## src/pkg/rsc_pkg.sv

```systemverilog
// Overview of operation
// RULE_01: Reset input low for at least 1 us gives a full reset.
// RULE_02: Reset returns every register to default and recaptures all straps.
// RULE_03: Shared pin defaults to active-low power-down input.
// RULE_04: In interrupt mode the shared pin pulls low while interrupt pending.
// RULE_05: Software must enable interrupt mode; otherwise pin stays power-down.
// RULE_06: Straps sampled at reset select modes; pins then resume normal use.
// RULE_07: Four address straps captured as address bits 4:1 into port control.
// RULE_08: Address bit 0 selects port: first port even, second port odd.
// RULE_09: Unfitted address strap reads as zero due to weak pull-down.
// RULE_10: Negotiation strap high negotiates, low forces the strapped mode.
// RULE_11: Forced mode straps: 00 10H, 01 10F, 10 100H, 11 100F.
// RULE_12: Advertised: 00 10H/F, 01 100H/F, 10 both half, 11 all; default 111.
// RULE_13: Captured straps load basic control and advertisement fields.
// RULE_14: Reduced strap 0 gives MII; 1 with serial 0 gives RMII.
// RULE_15: Board must strap both ports alike for the reduced interface.
// RULE_16: Reference is 25 MHz in MII mode, 50 MHz in RMII mode.
// RULE_17: Strap values freeze at reset release; later pin activity ignored.
package rsc_pkg;

  localparam int NUM_PORTS = 2;
  localparam int REG_AW = 4;
  localparam int REG_DW = 16;
  localparam int IRQ_W = 2 * NUM_PORTS;

  // -------------------------------------------------------------------------
  // Register map
  // -------------------------------------------------------------------------
  localparam logic [REG_AW-1:0] ADDR_CTRL0 = 4'h0;
  localparam logic [REG_AW-1:0] ADDR_CTRL1 = 4'h1;
  localparam logic [REG_AW-1:0] ADDR_IRQ_STAT = 4'h2;
  localparam logic [REG_AW-1:0] ADDR_IRQ_MASK = 4'h3;
  localparam logic [REG_AW-1:0] ADDR_GSTAT = 4'h4;

  // Event bits inside a port's pair of status bits
  localparam int EV_PD_ENTER = 0;
  localparam int EV_PD_EXIT = 1;

  // Ability bits of the advertisement field
  localparam logic [3:0] ADV_10H = 4'h1;
  localparam logic [3:0] ADV_10F = 4'h2;
  localparam logic [3:0] ADV_100H = 4'h4;
  localparam logic [3:0] ADV_100F = 4'h8;

  // -------------------------------------------------------------------------
  // Timing
  // -------------------------------------------------------------------------
  localparam int CLK_PERIOD_NS = 40;
  localparam int MII_REF_MHZ = 25;
  localparam int RMII_REF_MHZ = 50;
  localparam int RESET_MIN_NS = 1000;
  localparam int RESET_MIN_CYC =
    (RESET_MIN_NS + CLK_PERIOD_NS - 1) / CLK_PERIOD_NS;

  // -------------------------------------------------------------------------
  // Types
  // -------------------------------------------------------------------------
  typedef enum logic [1:0] {
    MAC_MII,
    MAC_RMII,
    MAC_SNI
  } rsc_mac_mode_t;

  typedef enum logic [1:0] {
    ST_CAPTURE,
    ST_INIT,
    ST_RUN
  } rsc_state_t;

  typedef struct packed {
    logic neg_en;
    logic mode_hi;
    logic mode_lo;
    logic reduced;
    logic serial;
  } rsc_strap_t;

  typedef struct packed {
    logic pd_state;
    rsc_mac_mode_t mac_mode;
    logic [3:0] adv;
    logic duplex_full;
    logic speed_100;
    logic neg_en;
    logic irq_pin_en;
    logic [4:0] station_addr;
  } rsc_ctrl_t;

  typedef struct packed {
    logic [REG_DW-4:0] zero;
    logic rmii_mismatch;
    logic ref_50mhz;
    logic init_done;
  } rsc_gstat_t;

  localparam logic [3:0] ADDR_STRAP_DFLT = 4'h0;
  localparam rsc_strap_t STRAP_DFLT = '{
    neg_en: 1'b1, mode_hi: 1'b1, mode_lo: 1'b1,
    reduced: 1'b0, serial: 1'b0};
  localparam rsc_ctrl_t CTRL_RST = '{
    pd_state: 1'b0, mac_mode: MAC_MII,
    adv: ADV_10H | ADV_10F | ADV_100H | ADV_100F,
    duplex_full: 1'b1, speed_100: 1'b1, neg_en: 1'b1,
    irq_pin_en: 1'b0, station_addr: 5'h00};

endpackage

```

## src/hdl/rsc_top.sv

```systemverilog
// The address-and-strobe port and the address map are this design's own decisions.
module rsc_top
  import rsc_pkg::*;
#(
  parameter int unsigned INIT_CYC = RESET_MIN_CYC
) (
  input wire logic ref_clk_i,
  input wire logic arst_n_i,
  input wire logic clk_en_i,
  input wire logic [REG_AW-1:0] reg_addr_i,
  input wire logic [REG_DW-1:0] reg_wdata_i,
  input wire logic reg_wr_i,
  input wire logic reg_rd_i,
  output logic [REG_DW-1:0] reg_rdata_o,
  input wire logic [3:0] station_addr_strap_i,
  input wire logic [NUM_PORTS-1:0] negotiation_enable_strap_i,
  input wire logic [NUM_PORTS-1:0] link_mode_strap_high_i,
  input wire logic [NUM_PORTS-1:0] link_mode_strap_low_i,
  input wire logic [NUM_PORTS-1:0] mac_reduced_strap_i,
  input wire logic [NUM_PORTS-1:0] serial_if_strap_i,
  input wire logic sleep_or_irq_pin_first_i,
  output logic sleep_or_irq_pin_first_o,
  output logic sleep_or_irq_pin_first_oe_n_o,
  input wire logic sleep_or_irq_pin_second_i,
  output logic sleep_or_irq_pin_second_o,
  output logic sleep_or_irq_pin_second_oe_n_o,
  output logic [NUM_PORTS-1:0] power_down_o,
  output rsc_ctrl_t [NUM_PORTS-1:0] port_cfg_o,
  output logic init_done_o,
  output logic ref_50mhz_o,
  output logic rmii_mismatch_o,
  output logic irq_o
);

  localparam int CNT_W = $clog2(INIT_CYC + 1);

  // -------------------------------------------------------------------------
  // Declarations
  // -------------------------------------------------------------------------
  rsc_state_t state_r;
  logic [CNT_W-1:0] init_cnt_r;
  logic init_done_r;
  logic capture;
  rsc_ctrl_t [NUM_PORTS-1:0] ctrl_r;
  rsc_strap_t [NUM_PORTS-1:0] strap_in;
  logic [NUM_PORTS-1:0] pin_in;
  logic [NUM_PORTS-1:0] pd_r;
  logic [NUM_PORTS-1:0] pd_nxt;
  logic [NUM_PORTS-1:0] oe_n_r;
  logic [NUM_PORTS-1:0] pin_o_r;
  logic [NUM_PORTS-1:0] ctrl_wr;
  logic [IRQ_W-1:0] ev_set;
  logic [IRQ_W-1:0] stat_r;
  logic [IRQ_W-1:0] stat_nxt;
  logic [IRQ_W-1:0] stat_clr;
  logic [IRQ_W-1:0] mask_r;
  logic [IRQ_W-1:0] pending;
  logic irq_r;
  logic ref_50mhz_r;
  logic mismatch_r;
  logic [REG_DW-1:0] rdata_r;
  rsc_gstat_t gstat;
  rsc_ctrl_t ctrl_wdata;

  assign pin_in = {sleep_or_irq_pin_second_i, sleep_or_irq_pin_first_i};
  // Write data seen through the control layout, so no field is hand-placed
  assign ctrl_wdata = reg_wdata_i;
  assign capture = clk_en_i && (state_r == ST_CAPTURE);

  // -------------------------------------------------------------------------
  // Reset sequencing
  // -------------------------------------------------------------------------
  // An async flop cannot load a pin, so the straps are taken on the first
  // enabled edge after release, while the pins still carry strap levels.
  always_ff @(posedge ref_clk_i or negedge arst_n_i) begin
    if (!arst_n_i) begin
      state_r <= ST_CAPTURE; // [RULE_01] [RULE_02]
      init_cnt_r <= '0;
    end else if (clk_en_i) begin
      unique case (state_r)
        ST_CAPTURE: begin
          state_r <= ST_INIT;
          init_cnt_r <= '0;
        end
        ST_INIT: begin
          if (init_cnt_r == CNT_W'(INIT_CYC - 1)) begin
            state_r <= ST_RUN;
          end else begin
            init_cnt_r <= init_cnt_r + CNT_W'(1);
          end
        end
        ST_RUN: begin
          state_r <= ST_RUN; // [RULE_17]
        end
      endcase
    end
  end

  // Internal settle time matches the least reset length
  always_ff @(posedge ref_clk_i or negedge arst_n_i) begin
    if (!arst_n_i) begin
      init_done_r <= 1'b0;
    end else if (clk_en_i) begin
      if (state_r == ST_INIT && init_cnt_r == CNT_W'(INIT_CYC - 1)) begin
        init_done_r <= 1'b1; // [RULE_01]
      end
    end
  end

  // -------------------------------------------------------------------------
  // Shared interface selection
  // -------------------------------------------------------------------------
  // Both ports share one reference; a split strapping is flagged, not fixed.
  always_ff @(posedge ref_clk_i or negedge arst_n_i) begin
    if (!arst_n_i) begin
      ref_50mhz_r <= STRAP_DFLT.reduced;
      mismatch_r <= 1'b0;
    end else if (capture) begin
      ref_50mhz_r <= &mac_reduced_strap_i; // [RULE_16]
      mismatch_r <= ^mac_reduced_strap_i; // [RULE_15]
    end
  end

  // -------------------------------------------------------------------------
  // Per-port logic
  // -------------------------------------------------------------------------
  for (genvar g = 0; g < NUM_PORTS; g++) begin : g_port

    assign strap_in[g] = '{
      neg_en: negotiation_enable_strap_i[g],
      mode_hi: link_mode_strap_high_i[g],
      mode_lo: link_mode_strap_low_i[g],
      reduced: mac_reduced_strap_i[g],
      serial: serial_if_strap_i[g]};

    assign ctrl_wr[g] = reg_wr_i && (reg_addr_i == (g == 0 ?
                        ADDR_CTRL0 : ADDR_CTRL1));

    // Pin is power-down input unless software picked interrupt mode
    assign pd_nxt[g] = !ctrl_r[g].irq_pin_en && !pin_in[g]; // [RULE_03]

    assign ev_set[2*g+EV_PD_ENTER] = pd_nxt[g] && !pd_r[g];
    assign ev_set[2*g+EV_PD_EXIT] = !pd_nxt[g] && pd_r[g];

    // Port control register
    always_ff @(posedge ref_clk_i or negedge arst_n_i) begin
      if (!arst_n_i) begin
        ctrl_r[g] <= CTRL_RST; // [RULE_02] [RULE_09] [RULE_12]
      end else if (clk_en_i) begin
        if (state_r == ST_CAPTURE) begin // [RULE_06]
          ctrl_r[g].station_addr <= {station_addr_strap_i, 1'(g)}; // [RULE_07] [RULE_08]
          ctrl_r[g].neg_en <= strap_in[g].neg_en; // [RULE_10] [RULE_13]
          ctrl_r[g].speed_100 <= strap_in[g].mode_hi; // [RULE_11]
          ctrl_r[g].duplex_full <= strap_in[g].mode_lo; // [RULE_11]
          unique case ({strap_in[g].mode_hi, strap_in[g].mode_lo})
            2'b00: ctrl_r[g].adv <= ADV_10H | ADV_10F; // [RULE_12]
            2'b01: ctrl_r[g].adv <= ADV_100H | ADV_100F; // [RULE_12]
            2'b10: ctrl_r[g].adv <= ADV_10H | ADV_100H; // [RULE_12]
            2'b11: ctrl_r[g].adv <= ADV_10H | ADV_10F | ADV_100H
                                    | ADV_100F; // [RULE_12]
          endcase
          if (!strap_in[g].reduced) begin
            ctrl_r[g].mac_mode <= MAC_MII; // [RULE_14]
          end else if (!strap_in[g].serial) begin
            ctrl_r[g].mac_mode <= MAC_RMII; // [RULE_14]
          end else begin
            ctrl_r[g].mac_mode <= MAC_SNI;
          end
          ctrl_r[g].irq_pin_en <= CTRL_RST.irq_pin_en;
        end else if (ctrl_wr[g]) begin
          // Address and interface mode stay frozen from the strap sample
          ctrl_r[g].irq_pin_en <= ctrl_wdata.irq_pin_en; // [RULE_05]
          ctrl_r[g].neg_en <= ctrl_wdata.neg_en;
          ctrl_r[g].speed_100 <= ctrl_wdata.speed_100;
          ctrl_r[g].duplex_full <= ctrl_wdata.duplex_full;
          ctrl_r[g].adv <= ctrl_wdata.adv;
        end
        ctrl_r[g].pd_state <= pd_nxt[g];
      end
    end

    // Power-down state and open-drain drive
    always_ff @(posedge ref_clk_i or negedge arst_n_i) begin
      if (!arst_n_i) begin
        pd_r[g] <= 1'b0;
        oe_n_r[g] <= 1'b1;
        pin_o_r[g] <= 1'b0;
      end else if (clk_en_i) begin
        pd_r[g] <= pd_nxt[g]; // [RULE_03]
        // Only ever drives low; release lets the pull-up win
        oe_n_r[g] <= !(ctrl_r[g].irq_pin_en
                       && |pending[2*g +: 2]); // [RULE_04]
        pin_o_r[g] <= 1'b0; // [RULE_04]
      end
    end

  end

  // -------------------------------------------------------------------------
  // Interrupt status and mask
  // -------------------------------------------------------------------------
  assign stat_clr = (reg_wr_i && reg_addr_i == ADDR_IRQ_STAT) ?
                    reg_wdata_i[IRQ_W-1:0] : '0;
  // A new event beats a clear landing in the same cycle
  assign stat_nxt = (stat_r & ~stat_clr) | ev_set;
  assign pending = stat_r & mask_r;

  always_ff @(posedge ref_clk_i or negedge arst_n_i) begin
    if (!arst_n_i) begin
      stat_r <= '0;
    end else if (clk_en_i) begin
      stat_r <= stat_nxt;
    end
  end

  always_ff @(posedge ref_clk_i or negedge arst_n_i) begin
    if (!arst_n_i) begin
      mask_r <= '0;
    end else if (clk_en_i) begin
      if (reg_wr_i && reg_addr_i == ADDR_IRQ_MASK) begin
        mask_r <= reg_wdata_i[IRQ_W-1:0];
      end
    end
  end

  always_ff @(posedge ref_clk_i or negedge arst_n_i) begin
    if (!arst_n_i) begin
      irq_r <= 1'b0;
    end else if (clk_en_i) begin
      irq_r <= |pending;
    end
  end

  // -------------------------------------------------------------------------
  // Register read
  // -------------------------------------------------------------------------
  assign gstat = '{
    zero: '0,
    rmii_mismatch: mismatch_r,
    ref_50mhz: ref_50mhz_r,
    init_done: init_done_r};

  // Read data valid only in the cycle after the strobe
  always_ff @(posedge ref_clk_i or negedge arst_n_i) begin
    if (!arst_n_i) begin
      rdata_r <= '0;
    end else if (clk_en_i) begin
      rdata_r <= '0;
      if (reg_rd_i) begin
        unique case (reg_addr_i)
          ADDR_CTRL0: rdata_r <= ctrl_r[0];
          ADDR_CTRL1: rdata_r <= ctrl_r[1];
          ADDR_IRQ_STAT: rdata_r <= REG_DW'(stat_r);
          ADDR_IRQ_MASK: rdata_r <= REG_DW'(mask_r);
          ADDR_GSTAT: rdata_r <= gstat;
          default: rdata_r <= '0;
        endcase
      end
    end
  end

  // -------------------------------------------------------------------------
  // Outputs
  // -------------------------------------------------------------------------
  assign reg_rdata_o = rdata_r;
  assign power_down_o = pd_r;
  assign port_cfg_o = ctrl_r;
  assign init_done_o = init_done_r;
  assign ref_50mhz_o = ref_50mhz_r;
  assign rmii_mismatch_o = mismatch_r;
  assign irq_o = irq_r;
  assign sleep_or_irq_pin_first_o = pin_o_r[0];
  assign sleep_or_irq_pin_first_oe_n_o = oe_n_r[0];
  assign sleep_or_irq_pin_second_o = pin_o_r[1];
  assign sleep_or_irq_pin_second_oe_n_o = oe_n_r[1];

endmodule

```

## config.mk

```make
export PLATFORM = sky130hd
export DESIGN_NAME = rsc_top
export DESIGN_NICKNAME = d
export VERILOG_FILES = /design/src/pkg/rsc_pkg.sv /design/src/hdl/rsc_top.sv
export SDC_FILE = /design/constraint.sdc
export NUM_CORES = 1
export LEC_CHECK = 0
export BUFFER_PORTS_ARGS = -buffer_cell sky130_fd_sc_hd__buf_2
export CORE_ASPECT_RATIO = 0.6
export CORE_UTILIZATION = 48
export CTS_BUF_LIST = sky130_fd_sc_hd__clkbuf_4
export DETAILED_ROUTE_END_ITERATION = 8
export PLACE_DENSITY = 0.77
export SYNTH_ARGS = -nofsm -noshare
export SYNTH_HDL_FRONTEND = slang
export SYNTH_SLANG_ARGS = --single-unit
```

## constraint.sdc

```tcl
create_clock -name ref_clk_i -period 1.5 [get_ports ref_clk_i]
set_input_delay 0.15 -clock ref_clk_i [delete_from_list [all_inputs] [get_ports ref_clk_i]]
set_output_delay 0.15 -clock ref_clk_i [all_outputs]
set_load 0.01 [all_outputs]
```

==> results.py <==
metrics = {
    "finish": {
        "num-fill-cells": 580,
        "drive_above_1_share_pct": 44.2,
        "final_common_cell": "buf_2",
        "antenna_cells": 0,
        "stdcell_area_um2": 4240,
        "final_cells": 506,
        "final_cell_mix": "91 x buf_2, 48 x dfrtp_1, 28 x mux2_2",
        "fin_nets": 468,
        "area_growth_pct": 26.6,
    },
    "routing": {
        "via_per_inst": 5.48,
        "first_iter_violations": 182,
        "wl_um": 8490,
        "vias": 2773,
        "antenna_left": 0,
        "firstDrtPassIters": 4,
        "drc": 0,
        "routedWlPerCell_um": 16.8,
    },
    "placement": {
        "place_inst": 476,
        "pre_cts_ws_ns": -0.0530,
        "gp_congestion": 0.879,
        "dp_hpwl_um": 6190,
        "port_buffers": 91,
        "dpl-instance-area_um2": 3950,
    },
    "logic_synthesis": {
        "synth-edff-count": 0,
        "synth_top_family_by_area": "compound AO/OA/AOI/OAI gates",
        "synth_adder_area_share_pct": 4.86,
        "synth.avg_cell_area_um2": 11.2,
        "synth.distinct_cells": 46,
        "syn-instance-count": 299,
        "synth-simple-area-share_pct": 13.0,
        "synthArstFlopShare_pct": 100,
        "post_synth_xor_area_fraction_pct": 0,
        "yosysSeqAreaShare_pct": 48.4,
        "syn_area_um2": 3350,
        "ys.flop_type": "dfrtp_1",
        "muxShareOfSynthArea_pct": 11.2,
        "ys_ff_latch": 64,
        "yosysWarnings": 0,
        "synth_compound_area_share_pct": 16.3,
    },
    "timing": {
        "fin_crit_ns": 1.47,
        "setup_slack_ns": 0.0296,
        "period_share_pct": 98.0,
        "timing.fmax_ghz": 0.680,
        "rsz0062_at_grt": "true",
        "skew_ns": 0.0154,
        "hold_slack_ns": 0.0130,
        "maxSlewViolCount": 0,
        "finalHoldViolCount": 0,
        "final-setup-viol-count": 0,
    },
    "setup_path": {
        "start_kind": "flop",
        "r2r-start": "state_r[1]$_DFFE_PN0P_",
        "crit_fanout": 7,
        "endpoint": "port_cfg_o[7]$_DFFE_PN1P_",
        "reg2regPathDepth": 5,
        "crit_type": "reg -> reg",
        "cp-startpoint": "state_r[1]$_DFFE_PN0P_",
        "reg2reg_setup_slack_ns": 0.03,
        "crit_path_end_kind": "flop",
        "r2r-end": "port_cfg_o[7]$_DFFE_PN1P_",
        "worst_ep_arrival_time_ns": 1.82,
        "crit_required_ns": 1.85,
    },
    "die": {
        "die_area_um2": 7320,
        "ioPinCount": 99,
        "rows": 23,
        "start_util_pct": 49.9,
        "die_y_um": 66.7,
        "core_um2": 6710,
        "fp.dieW_um": 110,
    },
    "pwr": {
        "p_leak_nw": 2.02,
        "ir_drop_uv": 731,
        "total_power_mw": 6.44,
        "p_per_area_nw_per_um2": 1520,
    },
    "clock_tree": {
        "cts_buffers": 9,
        "tritoncts": "done",
        "clock_latency_ns": 0.42,
        "path_clk_slew_ns": 0.11,
        "post_cts_buffers": 0,
        "clock_sinks": 64,
        "cts-root-buf": "clkbuf_4",
        "htreeDepth": 3,
        "clock_path_buffers": 2,
    },
    "hold_path": {
        "min_path_type": "in -> reg",
        "hp-start": "sleep_or_irq_pin_second_i",
    },
    "global_routing": {
        "track_usage_pct": 25.0,
        "antenna_found_initial": 0,
        "grt_pass1_vias": 2678,
        "overflow": 0,
        "grt_max_degree": 65,
        "grt_first_pass_wirelength_um": 13300,
    },
    "status": {
        "status": "complete, no violations",
    },
    "job": {
        "drv_cap": 0,
    },
}
-- how the worst min path moves through the flow --
| stage | to | cells after the start | slack, ns |
|---|---|---|---|
| 6_report | stat_r[3]$_DFFE_PN0P_ | 3 | 0.01 |
| 5_1_grt | stat_r[3]$_DFFE_PN0P_ | 3 | 0.01 |
| 4_1_cts | stat_r[3]$_DFFE_PN0P_ | 3 | 0.007 |
| 3_5_place_dp | reg_rdata_o[9]$_DFFE_PN0P_ | 2 | 0.19 |
| 3_3_place_gp | reg_rdata_o[7]$_DFFE_PN0P_ | 2 | 0.19 |
| 2_1_floorplan | init_cnt_r[0]$_DFFE_PN0P_ | 0 | -0.15 |
-- layer usage --
| metal | vias to the layer above | wire, um | global-route usage, % |
|---|---|---|---|
| met3 | 8 | 491 | 8.41 |
| met5 | - | 0 | 0 |
| met1 | 1372 | 3770 | 32.9 |
| met2 | 82 | 4130 | 38.0 |
| met4 | 0 | 96 | 9.83 |
| li1 | 1311 | - | - |
-- sequential cells by signal, summed over array words and instances, names as in the netlist --
name                            count
rmii_mismatch_o                     1
stat_r                              4
state_r                             2
init_cnt_r                          5
mask_r                              4
ref_50mhz_o                         1
port_cfg_o                         25
sleep_or_irq_pin_first_oe_n_o       1
reg_rdata_o                        16
sleep_or_irq_pin_second_oe_n_o      1
irq_o                               1
init_done_o                         1
power_down_o                        2
-- power by group --
| part | switching (mW) | internal, mW |
|---|---|---|
| sequential | 0.444 | 2.40 |
| clock | 0.613 | 0.359 |
| combinational | 1.32 | 1.31 |
-- cells in the mapped netlist, drive strengths merged, types with 2 or more instances --
cell      n  area share (%)
o2bb2ai  13             3.4
dfstp    16              13
and3b     3            0.78
a31oi     3            0.56
and4bb    3             1.2
mux2     28             9.4
buf      21             3.9
a22o      2            0.52
nor2b     6             1.1
nand3b    2            0.45
nand4b    3            0.78
nand3     5            0.75
dfrtp    48              36
ha       13             4.9
inv      17             1.9
o311ai    2            0.52
nand2b   11             2.1
nor2     10             1.1
a21o      2            0.45
a22oi    11             2.5
o221ai    4             1.0
a32oi     2             1.1
o21ai    23             3.4
nor4      3            0.75
clkbuf    2            0.22
nand4     3            0.56
a211o     4             1.0
mux2i     6             1.8
nand2    20             2.2
-- layout make-up --
class                   instances  area (um2)  share of cell area (%)
clock inverters                 5        23.8                   0.561
flip-flops and latches         64        1620                    38.3
multi-input cells             196        1560                    36.9
clock buffers                  11        82.6                    1.95
inverters                      18        71.3                    1.68
well taps                      87         109                    2.57
repair buffers                125         766                    18.1
-- timing repair --
action                                  4_1_cts  5_1_grt
endpoints found under the setup margin       17       19
hold buffers                                 14        0
cloned                                        0        0
pin swaps                                     0        3
resized for setup                             2       17
hold endpoints to repair                     59        0
-- cells by family after synthesis --
| logic type | Yosys count |
|---|---|
| buf+inv | 41 |
| flops | 64 |
| mux | 34 |
| other cells | 1 |
| fa+ha+maj | 13 |
| compound gates | 73 |
| simple gates | 73 |
-- through the flow --
stage / TNS (ns) / utilization (%)
after floorplan: 0 / -
after global placement: -0.114 / 58.9
after detailed placement: -0.420 / 58.9
after CTS: 0 / 62.7
after global routing: -0.101 / 63.2
final: 0 / 63.2
-- critical path, stage by stage, from the launching register on --
cell,delay (ns)
dfrtp_1,0.39
inv_2,0.06
ha_4,0.18
nand2_1,0.07
a21boi_4,0.32
mux2_2,0.37
Power figures use the tool's default switching activity.
